`src/verilog/tacr_defines.vh`:
```
`ifndef TACR_DEFINES_VH
`define TACR_DEFINES_VH
// Overview of operation
// - profile register holds duty steps three to seven at bits 21-19 down to 9-7
// - each duty step code selects 0, 50, 75, 83.75, 87.5, 93.75, 97.5 or 99 percent
// - step four fractional codes map to the same eight duty levels
// - profile bits 6-5 set lead angle advance of 0, 5, 10 or 15 degrees
// - algorithm variable register sits at index 9Ah and resets to zero
// - bits 23-22 select open loop transfer of 3, 6, 12 or 24 cycles
// - bits 18-16 map to negative limit 0, -40, -30, -20, -10, 10, 20, 30
// - bit 15 selects hysteresis 20 or 10; positive limit is hysteresis plus negative
// - bits 14-10 give back-emf threshold of 200 times the code
// - bits 9-7 give cycle threshold of 2 plus 3 times the code
// - bits 3-2 give crossing angle of 5, 8, 12 or 15 degrees
// - bits 1-0 give quick start divide of 1, 2, 4 or 8
// - profile register sits at index 98h and holds parity and steps zero to two

// ----------------------------------------
// register indices and byte addresses
// ----------------------------------------
`define TACR_IDX_PROFILE   12'h098
`define TACR_IDX_ALGO_VARS 12'h09A
`define TACR_ADDR_PROFILE   (`TACR_IDX_PROFILE << 2)
`define TACR_ADDR_ALGO_VARS (`TACR_IDX_ALGO_VARS << 2)
`define TACR_RESET_PROFILE   32'h00000000
`define TACR_RESET_ALGO_VARS 32'h00000000
`define TACR_MASK_PROFILE   32'hFFFFFFE0
`define TACR_MASK_ALGO_VARS 32'h80C7FF8F

// ----------------------------------------
// field positions
// ----------------------------------------
`define TACR_STEP3_LSB   19
`define TACR_STEP_WIDTH  3
`define TACR_ADV_LSB     5
`define TACR_OLC_LSB     22
`define TACR_NEG_LSB     16
`define TACR_HYST_BIT    15
`define TACR_BEMF_LSB    10
`define TACR_CYC_LSB     7
`define TACR_ZCA_LSB     2
`define TACR_DIV_LSB     0
`define TACR_PARITY_BIT  31

// ----------------------------------------
// duty levels in units of 0.01 percent
// ----------------------------------------
`define TACR_DUTY_0 14'h0000
`define TACR_DUTY_1 14'h1388
`define TACR_DUTY_2 14'h1D4C
`define TACR_DUTY_3 14'h20B7
`define TACR_DUTY_4 14'h222E
`define TACR_DUTY_5 14'h249F
`define TACR_DUTY_6 14'h2616
`define TACR_DUTY_7 14'h26AC

// ----------------------------------------
// field value tables
// ----------------------------------------
`define TACR_OLC_BASE     5'h03
`define TACR_BEMF_STEP    13'h00C8
`define TACR_CYC_BASE     5'h02
`define TACR_CYC_STEP     5'h03
`define TACR_ADV_STEP     4'h5
`define TACR_ZCA_0        4'h5
`define TACR_ZCA_1        4'h8
`define TACR_ZCA_2        4'hC
`define TACR_ZCA_3        4'hF
`define TACR_HYST_0       5'h14
`define TACR_HYST_1       5'h0A
`endif

```
`src/verilog/tacr_config_regs.v`:
```
// Chosen here: the APB register port.
`timescale 1ns/1ps
`include "tacr_defines.vh"
module tacr_config_regs
(
  input  wire        clk,
  input  wire        reset,
  input  wire        psel,
  input  wire        penable,
  input  wire        pwrite,
  input  wire [11:0] paddr,
  input  wire [31:0] pwdata,
  output wire [31:0] prdata,
  output wire        pready,
  output wire        pslverr,
  output wire [2:0]  tri_phase_duty_step_three,
  output wire [2:0]  tri_phase_duty_step_four,
  output wire [2:0]  tri_phase_duty_step_five,
  output wire [2:0]  tri_phase_duty_step_six,
  output wire [2:0]  tri_phase_duty_step_seven,
  output wire [13:0] duty_level_three,
  output wire [13:0] duty_level_four,
  output wire [13:0] duty_level_five,
  output wire [13:0] duty_level_six,
  output wire [13:0] duty_level_seven,
  output wire [1:0]  wide_mod_angle_advance,
  output wire [3:0]  advance_degrees,
  output wire [8:0]  upper_duty_steps,
  output wire [1:0]  open_loop_transfer_cycles,
  output wire [4:0]  transfer_cycle_count,
  output wire [2:0]  surge_guard_negative_limit,
  output wire [6:0]  negative_limit_value,
  output wire        surge_guard_hysteresis,
  output wire [4:0]  hysteresis_value,
  output wire [7:0]  positive_limit_value,
  output wire [4:0]  initial_speed_backemf_threshold,
  output wire [12:0] backemf_threshold_value,
  output wire [2:0]  initial_speed_cycle_threshold,
  output wire [4:0]  cycle_threshold_value,
  output wire [1:0]  open_loop_crossing_angle,
  output wire [3:0]  crossing_angle_degrees,
  output wire [1:0]  quick_start_divide,
  output wire [3:0]  divide_value
);
  // ----------------------------------------
  // address decode
  // ----------------------------------------
  localparam SEL_NONE    = 2'h0;
  localparam SEL_PROFILE = 2'h1;
  localparam SEL_ALGO    = 2'h2;

  function [1:0] decode_addr;
    input [11:0] addr;
    begin
      case (addr)
        `TACR_ADDR_PROFILE:   decode_addr = SEL_PROFILE;
        `TACR_ADDR_ALGO_VARS: decode_addr = SEL_ALGO;
        default:              decode_addr = SEL_NONE;
      endcase
    end
  endfunction

  wire [1:0] sel;
  wire       setup;
  wire       access;
  wire       wr_en;

  assign sel    = decode_addr(paddr);
  assign setup  = psel & ~penable;
  assign access = psel & penable;
  assign wr_en  = access & pwrite;

  // ----------------------------------------
  // apb handshake
  // ----------------------------------------
  assign pready  = access;
  assign pslverr = access & (sel == SEL_NONE);

  // ----------------------------------------
  // register storage
  // ----------------------------------------
  reg  [31:0] profile_q;
  reg  [31:0] profile_d;
  reg  [31:0] algo_q;
  reg  [31:0] algo_d;
  reg  [31:0] prdata_q;
  reg  [31:0] prdata_d;

  always @*
  begin
    profile_d = profile_q;
    algo_d    = algo_q;
    if (wr_en && sel == SEL_PROFILE)
    begin
      profile_d = pwdata & `TACR_MASK_PROFILE;
    end
    if (wr_en && sel == SEL_ALGO)
    begin
      algo_d = pwdata & `TACR_MASK_ALGO_VARS;
    end
  end

  always @*
  begin
    case (sel)
      SEL_PROFILE: prdata_d = profile_q & `TACR_MASK_PROFILE;
      SEL_ALGO:    prdata_d = algo_q & `TACR_MASK_ALGO_VARS;
      default:     prdata_d = 32'h00000000;
    endcase
  end

  always @(posedge clk)
  begin
    if (reset)
    begin
      profile_q <= `TACR_RESET_PROFILE;
      algo_q    <= `TACR_RESET_ALGO_VARS;
      prdata_q  <= 32'h00000000;
    end
    else
    begin
      profile_q <= profile_d;
      algo_q    <= algo_d;
      if (setup && !pwrite)
      begin
        prdata_q <= prdata_d;
      end
    end
  end

  assign prdata = prdata_q;

  // ----------------------------------------
  // duty step decode
  // ----------------------------------------
  wire [14:0] step_codes;
  wire [69:0] step_levels;

  assign step_codes = profile_q[`TACR_STEP3_LSB + 2:`TACR_CYC_LSB];

  genvar g;
  generate
    for (g = 0; g < 5; g = g + 1)
    begin : gen_step
      tacr_duty_decoder u_duty
      (
        .code  (step_codes[12 - 3 * g +: 3]),
        .level (step_levels[14 * g +: 14])
      );
    end
  endgenerate

  // ----------------------------------------
  // algorithm variable decode
  // ----------------------------------------
  wire [4:0]  olc_val;
  wire [6:0]  neg_val;
  wire [4:0]  hyst_val;
  wire [7:0]  pos_val;
  wire [12:0] bemf_val;
  wire [4:0]  cyc_val;
  wire [3:0]  zca_val;
  wire [3:0]  div_val;

  tacr_algo_decoder u_algo
  (
    .algo_vars         (algo_q),
    .transfer_cycles   (olc_val),
    .negative_limit    (neg_val),
    .hysteresis        (hyst_val),
    .positive_limit    (pos_val),
    .backemf_threshold (bemf_val),
    .cycle_threshold   (cyc_val),
    .crossing_angle    (zca_val),
    .divide            (div_val)
  );

  // ----------------------------------------
  // registered decoded values
  // ----------------------------------------
  reg  [69:0] levels_q;
  reg  [3:0]  adv_deg_q;
  reg  [4:0]  olc_q;
  reg  [6:0]  neg_q;
  reg  [4:0]  hyst_q;
  reg  [7:0]  pos_q;
  reg  [12:0] bemf_q;
  reg  [4:0]  cyc_q;
  reg  [3:0]  zca_q;
  reg  [3:0]  div_q;
  wire [1:0]  adv_code;

  assign adv_code = profile_q[`TACR_ADV_LSB +: 2];

  always @(posedge clk)
  begin
    if (reset)
    begin
      levels_q  <= 70'h0;
      adv_deg_q <= 4'h0;
      olc_q     <= `TACR_OLC_BASE;
      neg_q     <= 7'h00;
      hyst_q    <= `TACR_HYST_0;
      pos_q     <= 8'h14;
      bemf_q    <= 13'h0000;
      cyc_q     <= `TACR_CYC_BASE;
      zca_q     <= `TACR_ZCA_0;
      div_q     <= 4'h1;
    end
    else
    begin
      levels_q  <= step_levels;
      adv_deg_q <= {2'h0, adv_code} * `TACR_ADV_STEP;
      olc_q     <= olc_val;
      neg_q     <= neg_val;
      hyst_q    <= hyst_val;
      pos_q     <= pos_val;
      bemf_q    <= bemf_val;
      cyc_q     <= cyc_val;
      zca_q     <= zca_val;
      div_q     <= div_val;
    end
  end

  // ----------------------------------------
  // field outputs
  // ----------------------------------------
  assign tri_phase_duty_step_three = profile_q[21:19];
  assign tri_phase_duty_step_four  = profile_q[18:16];
  assign tri_phase_duty_step_five  = profile_q[15:13];
  assign tri_phase_duty_step_six   = profile_q[12:10];
  assign tri_phase_duty_step_seven = profile_q[9:7];
  assign duty_level_three = levels_q[13:0];
  assign duty_level_four  = levels_q[27:14];
  assign duty_level_five  = levels_q[41:28];
  assign duty_level_six   = levels_q[55:42];
  assign duty_level_seven = levels_q[69:56];
  assign wide_mod_angle_advance = adv_code;
  assign advance_degrees        = adv_deg_q;
  assign upper_duty_steps       = profile_q[30:22];

  assign open_loop_transfer_cycles       = algo_q[`TACR_OLC_LSB +: 2];
  assign transfer_cycle_count            = olc_q;
  assign surge_guard_negative_limit      = algo_q[`TACR_NEG_LSB +: 3];
  assign negative_limit_value            = neg_q;
  assign surge_guard_hysteresis          = algo_q[`TACR_HYST_BIT];
  assign hysteresis_value                = hyst_q;
  assign positive_limit_value            = pos_q;
  assign initial_speed_backemf_threshold = algo_q[`TACR_BEMF_LSB +: 5];
  assign backemf_threshold_value         = bemf_q;
  assign initial_speed_cycle_threshold   = algo_q[`TACR_CYC_LSB +: 3];
  assign cycle_threshold_value           = cyc_q;
  assign open_loop_crossing_angle        = algo_q[`TACR_ZCA_LSB +: 2];
  assign crossing_angle_degrees          = zca_q;
  assign quick_start_divide              = algo_q[`TACR_DIV_LSB +: 2];
  assign divide_value                    = div_q;
endmodule

```
`src/verilog/tacr_duty_decoder.v`:
```
`timescale 1ns/1ps
`include "tacr_defines.vh"
module tacr_duty_decoder
(
  input  wire [2:0]  code,
  output reg  [13:0] level
);
  // ----------------------------------------
  // duty code to level
  // ----------------------------------------
  always @*
  begin
    case (code)
      3'h0:    level = `TACR_DUTY_0;
      3'h1:    level = `TACR_DUTY_1;
      3'h2:    level = `TACR_DUTY_2;
      3'h3:    level = `TACR_DUTY_3;
      3'h4:    level = `TACR_DUTY_4;
      3'h5:    level = `TACR_DUTY_5;
      3'h6:    level = `TACR_DUTY_6;
      default: level = `TACR_DUTY_7;
    endcase
  end
endmodule

```
`src/verilog/tacr_algo_decoder.v`:
```
`timescale 1ns/1ps
`include "tacr_defines.vh"
module tacr_algo_decoder
(
  input  wire [31:0] algo_vars,
  output wire [4:0]  transfer_cycles,
  output reg  [6:0]  negative_limit,
  output wire [4:0]  hysteresis,
  output wire [7:0]  positive_limit,
  output wire [12:0] backemf_threshold,
  output wire [4:0]  cycle_threshold,
  output reg  [3:0]  crossing_angle,
  output wire [3:0]  divide
);
  wire [1:0] olc_code;
  wire [2:0] neg_code;
  wire [4:0] bemf_code;
  wire [2:0] cyc_code;
  wire [1:0] zca_code;
  wire [1:0] div_code;

  assign olc_code  = algo_vars[`TACR_OLC_LSB +: 2];
  assign neg_code  = algo_vars[`TACR_NEG_LSB +: 3];
  assign bemf_code = algo_vars[`TACR_BEMF_LSB +: 5];
  assign cyc_code  = algo_vars[`TACR_CYC_LSB +: 3];
  assign zca_code  = algo_vars[`TACR_ZCA_LSB +: 2];
  assign div_code  = algo_vars[`TACR_DIV_LSB +: 2];

  // ----------------------------------------
  // value translation
  // ----------------------------------------
  assign transfer_cycles = `TACR_OLC_BASE << olc_code;
  always @*
  begin
    case (neg_code)
      3'h0:    negative_limit = 7'h00;
      3'h1:    negative_limit = 7'h58;
      3'h2:    negative_limit = 7'h62;
      3'h3:    negative_limit = 7'h6C;
      3'h4:    negative_limit = 7'h76;
      3'h5:    negative_limit = 7'h0A;
      3'h6:    negative_limit = 7'h14;
      default: negative_limit = 7'h1E;
    endcase
  end
  assign hysteresis = algo_vars[`TACR_HYST_BIT] ? `TACR_HYST_1 : `TACR_HYST_0;
  assign positive_limit = {negative_limit[6], negative_limit} + {3'h0, hysteresis};
  assign backemf_threshold = bemf_code * `TACR_BEMF_STEP;
  assign cycle_threshold = `TACR_CYC_BASE + {2'h0, cyc_code} * `TACR_CYC_STEP;
  always @*
  begin
    case (zca_code)
      2'h0:    crossing_angle = `TACR_ZCA_0;
      2'h1:    crossing_angle = `TACR_ZCA_1;
      2'h2:    crossing_angle = `TACR_ZCA_2;
      default: crossing_angle = `TACR_ZCA_3;
    endcase
  end
  assign divide = 4'h1 << div_code;
endmodule

```
`config.mk`:
```
export PLATFORM = sky130hd
export DESIGN_NAME = tacr_config_regs
export DESIGN_NICKNAME = d
export VERILOG_FILES = /design/src/verilog/tacr_config_regs.v /design/src/verilog/tacr_duty_decoder.v /design/src/verilog/tacr_algo_decoder.v
export VERILOG_INCLUDE_DIRS = /design/src /design/src/verilog
export SDC_FILE = /design/constraint.sdc
export NUM_CORES = 1
export LEC_CHECK = 0
export BUFFER_PORTS_ARGS = -buffer_cell sky130_fd_sc_hd__buf_2
export CORE_MARGIN = 3
export CORE_UTILIZATION = 45
export DETAILED_ROUTE_END_ITERATION = 7
export GPL_TIMING_DRIVEN = 1
export HOLD_SLACK_MARGIN = 0.08
export PLACE_DENSITY = 0.77
export SLEW_MARGIN = 0
export SYNTH_ARGS = -nofsm -noshare
export SYNTH_HDL_FRONTEND = slang
export SYNTH_SLANG_ARGS = --single-unit
```
`constraint.sdc`:
```
create_clock -name clk -period 4.41 [get_ports clk]
set_input_delay 0.882 -clock clk [delete_from_list [all_inputs] [get_ports clk]]
set_output_delay 0.882 -clock clk [all_outputs]
set_load 0.005 [all_outputs]
```
==> results of run 1 <==
## cells in the final DEF (no fill, tap or decap), drive strengths merged, types with 4 or more instances in the layout
cell | netlist | layout
xnor2 | 14 | 14
a221o | 7 | 7
o22ai | 5 | 5
nand2 | 122 | 122
inv | 17 | 22
nor3b | 4 | 4
nor2 | 46 | 46
bufinv | 0 | 4
a32oi | 11 | 11
nor2b | 25 | 25
clkbuf | 32 | 18
conb | 1 | 7
buf | 89 | 252
clkinv | 0 | 4
nor3 | 12 | 12
nand2b | 9 | 9
and2 | 14 | 14
xor2 | 13 | 13
nand3 | 21 | 21
a21oi | 88 | 88
nand4 | 4 | 4
ha | 29 | 29
and3 | 11 | 11
dfxtp | 182 | 182
nand3b | 6 | 6
## critical path, delay by kind of cell
kind	cells	cell delay, ns
and+or+nand+nor	3	0.79
adders and majority gates	1	0.24
buffers and inverters	2	0.23
## logic make-up (layout without fill, tap and decap cells)
group / after synthesis / count (layout)
AND/OR/NAND/NOR: 286 / 286
XOR/XNOR: 27 / 27
other: 1 / 7
flip-flops: 182 / 182
AO/OA/AOI/OAI: 127 / 127
buffers and inverters: 138 / 301
multiplexers: 2 / 2
adder cells (fa/ha/maj): 31 / 31
## state kept, by name (all words and copies together), names as in the netlist
signal                   count
crossing_angle_degrees       4
divide_value                 4
backemf_threshold_value     10
negative_limit_value         6
hysteresis_value             2
advance_degrees              2
profile_q                   27
cycle_threshold_value        5
levels_q                    60
positive_limit_value         7
prdata                      31
algo_q                      19
transfer_cycle_count         5
## worst paths after layout
path / endpoint / cells after the start / startpoint
worst min register to register: prdata[6]$_SDFFE_PP0P_ / 2 / prdata[6]$_SDFFE_PP0P_
worst max-delay path: pslverr / 6 / paddr[4]
worst max register to register: backemf_threshold_value[12]$_SDFF_PP0_ / 9 / algo_q[13]$_SDFFE_PP0P_
worst min-delay path: prdata[6]$_SDFFE_PP0P_ / 2 / prdata[6]$_SDFFE_PP0P_
## routing by layer
layer  up-vias  share of wire, %
met2       203                49
met1      2753                42
li1       2872                 -
met4         0               1.8
met3        27               7.4
met5         -                 0
## per-stage QoR
| stage | total power (uW) | setup slack (ns) | util (%) |
|---|---|---|---|
| floorplan | 1720 | 1.73 | - |
| global placement | 1750 | 1.08 | 52.2 |
| detailed placement | 1750 | 0.999 | 52.2 |
| CTS | 3370 | 1.38 | 56.3 |
| global route | 3440 | 1.10 | 56.3 |
| finish | 3340 | 1.39 | 56.3 |
## power breakdown
part           leakage (uW)  switching (uW)  internal [uW]
Combinational       0.00235            46.5           21.3
Clock              0.000313             656            971
Sequential          0.00147          0.0324           1640
Total               0.00413             703           2640
## cell type report
type | count | area [um^2] | share of cell area, %
Sequential cell | 182 | 3640 | 41.8
Multi-Input combinational cell | 480 | 2830 | 32.4
Timing Repair Buffer | 252 | 1290 | 14.8
Clock buffer | 18 | 439 | 5.04
Tap cell | 211 | 264 | 3.03
Clock inverter | 14 | 194 | 2.22
Inverter | 17 | 63.8 | 0.732
==> qor.yml, run 1 <==
skew_ns: 0.00756
path_max_fanout: 3
synthTopCellsByArea: "dfxtp_1 (50%), buf_4 (6.9%), nand2_1 (6.3%)"
grt_pass1_vias: 5419
post_dp_cell_area_um2: 8090
synth_top_family_by_area: "simple AND/OR/NAND/NOR gates"
synthAdderAreaFrac_pct: 5.57
synth_top_cell_area_share_pct: 50.4
core_area_um2: 15500
gp_congestion: 0.781
ys_seq_area_share_pct: 50.4
ant_nets: 0
ys_async_sr_fraction_pct: 0
tritoncts: "done"
path_cells: "buf_2 > nor4b_1 > nand4_1 > ha_1 > and3_1 > buf_2"
instances_no_fill: 1174
netlist_area_um2: 7230
syn_area_per_cell_um2: 9.11
met2_usage_pct: 34.7
p_per_area_nw_per_um2: 383
synth_enable_flop_cells: 0
ys_ff_latch: 182
dr_total_vias: 5855
maxCapViolCount: 0
period_needed_ns: 3.02
post-cts-setup-buffers: 0
tightest_slew_ns: 1.10
status: "completed"
placementRows: 45
crit_path_end_kind: "output port"
synth_top_cells_by_count: "dfxtp_1 (182), nand2_1 (122), a21oi_1 (88)"
max_stage_delay_ns: 0.42
fp.dieW_um: 133
dieArea_um2: 17600
crit_top_cell: "buf_2"
finalSetupViolCount: 0
avgViaCountPerCell: 4.99
r2r_slack_ns: 1.86
setup_tns_ns: 0
finalHoldViolations: 0
clk_pin_slew_ns: 0.07
dp_hpwl_mm: 13.0
cts_buffers: 17
max-slew-margin-rel_pct: 26.5
root_buffer: "clkbuf_16"
cts_hold_buf: 0
drt_wl_total_mm: 18.6
yosys.area_share.simple_pct: 19.1
ios: 252
fin_nets: 1030
clockBufferDepth: 2
synth.most_common_cell: "dfxtp_1"
start_kind: "input pin"
busiest_layer: "met2"
grt_use_total_pct: 20.5
drive_above_1_share_pct: 30.3
grt_use_met1_pct: 24.8
drt_iter0_drc: 246
period_share_pct: 68.5
post-route-cell-area_um2: 8720
rsz0062_at_grt: "no"
fmax_mhz: 331
port_buffers: 243
dr.pass1.iters: 4
synth-compound-area-share_pct: 10.4
grt_pass1_wl_mm: 28.6
diodes: 0
synth-xor-area-share_pct: 3.27
initial_core_util_pct: 46.7
synthCells: 794
cts_resized: 0
ys.warnings.count: 0
p_leak_uw: 0.00413
antenna_found_initial: 0
grt_max_degree: 58
arrival_ns: 2.14
fillers: 1354
die_y_um: 133
use_met3_pct: 6.73
dp.cells: 1142
wl_per_cell_um: 15.9
report.final.slew_viol_count: 0
synth_ff_type: "dfxtp_1"
ys_types: 45
areaGrowthSynthToFinish_pct: 20.6
grt-ovfl-total: 0
crit_type: "in2out"
drcViolationCount: 0
clock_latency_ns: 0.42
synth_mux_area_share_pct: 0.311
slowest_stage: "nor4b_1"
cp.required_ns: 3.53
whs_ns: 0.447
cts.sinks: 182
yosysTopAreaCell: "dfxtp_1"
vdd_drop_max_mv: 0.248
hold_class: "reg2reg"
htree_levels: 4
No activity file was read; power rests on OpenSTA's default activity.
==> inputs of run 2 (changes only) <==
clock period = 3 ns   (was 4.41 ns; I/O delays follow)
==> qor.yml, run 2 (same netlist as run 1, synthesis figures left out) <==
p_leak_uw: 0.00417
areaGrowthSynthToFinish_pct: 21.2
drt_iter0_drc: 314
dp_hpwl_mm: 13.2
cp.required_ns: 2.40
report.final.slew_viol_count: 0
max_stage_delay_ns: 0.41
post-route-cell-area_um2: 8770
antenna_found_initial: 0
hold_class: "in2reg"
clk_pin_slew_ns: 0.07
crit_path_end_kind: "output port"
grt_max_degree: 53
post-cts-setup-buffers: 0
drive_above_1_share_pct: 31.0
finalSetupViolCount: 0
hp-start: "pwdata[30]"
grt_pass1_vias: 5392
setup.worst_path.start: "paddr[1]"
cts_hold_buf: 0
final_common_cell: "buf_2"
arrival_ns: 1.87
skew_ns: 0.00854
ios: 252
grt_pass1_wl_mm: 28.8
vdd_drop_max_mv: 0.375
largest_reg_flops: 60
dr_total_vias: 5816
cts_buffers: 17
whs_ns: 0.415
drcViolationCount: 0
clock_latency_ns: 0.42
dieArea_um2: 17600
drt_wl_total_mm: 18.6
dr.pass1.iters: 4
slowest_stage: "nor4b_1"
fin_nets: 1039
path_max_fanout: 3
period_share_pct: 82.3
path_cells: "buf_2 > nor4b_1 > nand4_1 > ha_1 > and3_1 > buf_2"
initial_core_util_pct: 46.7
grt-ovfl-total: 0
crit_top_cell: "buf_2"
fp.dieW_um: 133
status: "completed"
tightest_slew_ns: 0.556
gp_congestion: 0.780
max-slew-margin-rel_pct: 62.9
root_buffer: "clkbuf_16"
diodes: 0
period_needed_ns: 2.47
post-route-util_pct: 56.6
top_register: "levels_q"
fmax_mhz: 405
die_y_um: 133
htree_levels: 4
port_buffers: 243
ant_nets: 0
cts_resized: 0
final_cell_mix: "buf_2 (242), dfxtp_1 (182), nand2_1 (122)"
core_area_um2: 15500
r2r_start: "algo_q[13]$_SDFFE_PP0P_"
crit_type: "in2out"
start_kind: "input pin"
placementRows: 45
maxCapViolCount: 0
cts.sinks: 182
rsz0062_at_grt: "no"
grt_use_total_pct: 20.6
wl_per_cell_um: 15.7
r2r_slack_ns: 0.68
finalHoldViolations: 0
post_dp_cell_area_um2: 8170
avgViaCountPerCell: 4.92
clockBufferDepth: 2
setup_tns_ns: 0
tritoncts: "done"
p_per_area_nw_per_um2: 545
==> run 2: cell count changes in the layout (fill, tap and decap cells not counted), sizes merged <==
| cell | delta |
|---|---|
| clkbuf | +2 |
| inv | +1 |
| bufinv | -2 |
| clkinvlp | -1 |
| buf | +9 |
==> run 2: cell type report <==
type / count / area (um^2)
Timing Repair Buffer: 261 / 1370
Clock inverter: 12 / 136
Fill cell: 1414 / 6710
Clock buffer: 20 / 467
Tap cell: 211 / 264
Multi-Input combinational cell: 480 / 2830
Inverter: 17 / 63.8
Sequential cell: 182 / 3640
==> run 2: worst max-delay path: cells and delay by family <==
| kind | cells | cell delay (ns) |
|---|---|---|
| AND/OR/NAND/NOR | 3 | 0.79 |
| buffers and inverters | 2 | 0.22 |
| adder cells (fa/ha/maj) | 1 | 0.25 |
==> run 2: per-stage QoR <==
stage	instances	setup WS (ns)	total power, uW
finish	1183	0.532	4780
detailed placement	1151	0.214	2570
CTS	1183	0.554	4830
global placement	1151	0.280	2570
global route	1183	0.360	4920
floorplan	800	0.599	2530
==> run 2: where the power goes <==
| part | internal (uW) | switching [uW] |
|---|---|---|
| Clock | 1310 | 952 |
| Sequential | 2410 | 0.0446 |
| Combinational | 32.7 | 69.3 |
==> run 2: worst paths after layout <==
kind | end | cells after the start
hold / removal | profile_q[30]$_SDFFE_PP0P_ | 3
setup / recovery | pslverr | 6
hold reg to reg | prdata[5]$_SDFFE_PP0P_ | 2
setup reg to reg | backemf_threshold_value[12]$_SDFF_PP0_ | 9
==> run 2: layer usage <==
layer | global-route usage, % | share of wire (%) | routed length, um
met5 | 0 | 0 | 0
met4 | 7.10 | 1.8 | 334
met3 | 5.82 | 7.1 | 1320
met2 | 35.1 | 50 | 9200
met1 | 24.9 | 42 | 7720
==> inputs of run 3 (changes only) <==
PLACE_DENSITY = 0.8   (was 0.77)
clock period = 2.1 ns   (was 3 ns; I/O delays follow)
==> qor.yml, run 3 (same netlist as run 1, synthesis figures left out) <==
instances_no_fill: 1205
dp_hpwl_mm: 13.7
diodes: 0
grt_use_total_pct: 21.3
period_needed_ns: 2.09
crit_type: "reg2reg"
die_y_um: 133
hold_path_depth: 3
whs_ns: 0.221
p_per_area_nw_per_um2: 748
cts_hold_buf: 0
dr.pass1.iters: 5
final_cell_mix: "buf_2 (242), dfxtp_1 (179), nand2_1 (122)"
finalSetupViolCount: 0
ant_nets: 0
htree_levels: 4
maxCapViolCount: 0
post-route-cell-area_um2: 9080
period_share_pct: 99.3
antenna_found_initial: 1
dr_total_vias: 5875
max-slew-margin-rel_pct: 60.9
report.final.slew_viol_count: 0
tightest_slew_ns: 0.585
largest_reg_flops: 60
clockBufferDepth: 2
grt_max_degree: 43
fillers: 1346
tritoncts: "done"
grt-ovfl-total: 0
grt_pass1_wl_mm: 29.7
status: "completed"
wl_per_cell_um: 15.5
setup_tns_ns: 0
dp.cells: 1173
slowest_stage: "dfxtp_4"
drt_iter0_drc: 358
post-route-util_pct: 58.7
cp.required_ns: 2.42
avgViaCountPerCell: 4.88
path_max_fanout: 4
worst_r2r_path_depth: 9
initial_core_util_pct: 46.7
clock_latency_ns: 0.43
rsz0062_at_grt: "yes"
crit_top_cell: "ha_4"
dieArea_um2: 17600
root_buffer: "clkbuf_16"
drcViolationCount: 0
core_area_um2: 15500
placementRows: 45
gp_congestion: 0.766
vdd_drop_max_mv: 0.584
finalHoldViolations: 0
cts_buffers: 17
port_buffers: 243
arrival_ns: 2.40
fin_nets: 1062
areaGrowthSynthToFinish_pct: 25.6
top_register: "levels_q"
clk_pin_slew_ns: 0.06
crit_path_end_kind: "register"
hold_class: "in2reg"
final_common_cell: "buf_2"
p_leak_uw: 0.00428
drive_above_1_share_pct: 33.8
skew_ns: 0.0128
fp.dieW_um: 133
post_dp_cell_area_um2: 8430
ios: 252
grt_pass1_vias: 5721
path_cells: "inv_2 > ha_4 > inv_2 > ha_4 > ha_4 > ha_4 > nand3_2 > o21ai_2 > mux2_4"
drt_wl_total_mm: 18.7
start_kind: "register"
cts.sinks: 182
fmax_mhz: 480
max_stage_delay_ns: 0.37
## run 3: cell count changes in the layout (fill, tap and decap cells not counted), sizes merged
cell      previous run  this run
clkbuf              20        23
buf                261       284
inv                 23        17
clkinvlp             0         1
bufinv               2         3
## run 3: final cells by class
class                           instances  area [um^2]  area share, %
Clock buffer                           23          458           5.04
Clock inverter                          8          125           1.38
Timing Repair Buffer                  284         1580           17.4
Multi-Input combinational cell        480         2950           32.4
Tap cell                              211          264           2.91
Sequential cell                       182         3650           40.2
Inverter                               17         63.8          0.702
## run 3: worst max-delay path, delay by kind of cell, from the launching register on
kind            cells  cell delay [ns]
compound gates      1             0.16
flops               1             0.37
buf+inv             2             0.09
fa+ha+maj           4             0.97
mux                 1             0.31
simple gates        1             0.07
## run 3: final timing paths
| check | startpoint | end | slack, ns |
|---|---|---|---|
| worst max register to register | algo_q[13]$_SDFFE_PP0P_ | backemf_threshold_value[12]$_SDFF_PP0_ | 0.01 |
| worst max-delay path | algo_q[13]$_SDFFE_PP0P_ | backemf_threshold_value[12]$_SDFF_PP0_ | 0.01 |
| worst min register to register | prdata[26]$_SDFFE_PP0P_ | prdata[26]$_SDFFE_PP0P_ | 0.45 |
| worst min-delay path | pwdata[24] | profile_q[24]$_SDFFE_PP0P_ | 0.22 |
## run 3: routing by layer
layer	GRT usage [%]	up-vias	routed length [um]
met5	0	-	13
met4	7.22	2	252
met3	7.30	18	1350
met2	36.5	200	9200
met1	24.8	2725	7880
li1	-	2930	-
## run 3: power breakdown
part / internal, uW / switching, uW
clock network: 1900 / 1290
logic: 52.4 / 101
registers: 3450 / 0.0601
total: 5400 / 1390
## run 3: timing repair
item                                    in CTS  in global routing
endpoints found under the setup margin       1                 11
resized for setup                            9                  5
pin swaps                                    4                  4
buffers inserted                             1                  0
## run 3: stage by stage
step	total power (uW)	setup slack (ns)
3_5_place_dp	3680	-0.253
6_report	6790	0.0147
3_3_place_gp	3680	-0.217
2_1_floorplan	3610	0.00261
4_1_cts	6860	-0.00892
5_1_grt	7010	-0.0384
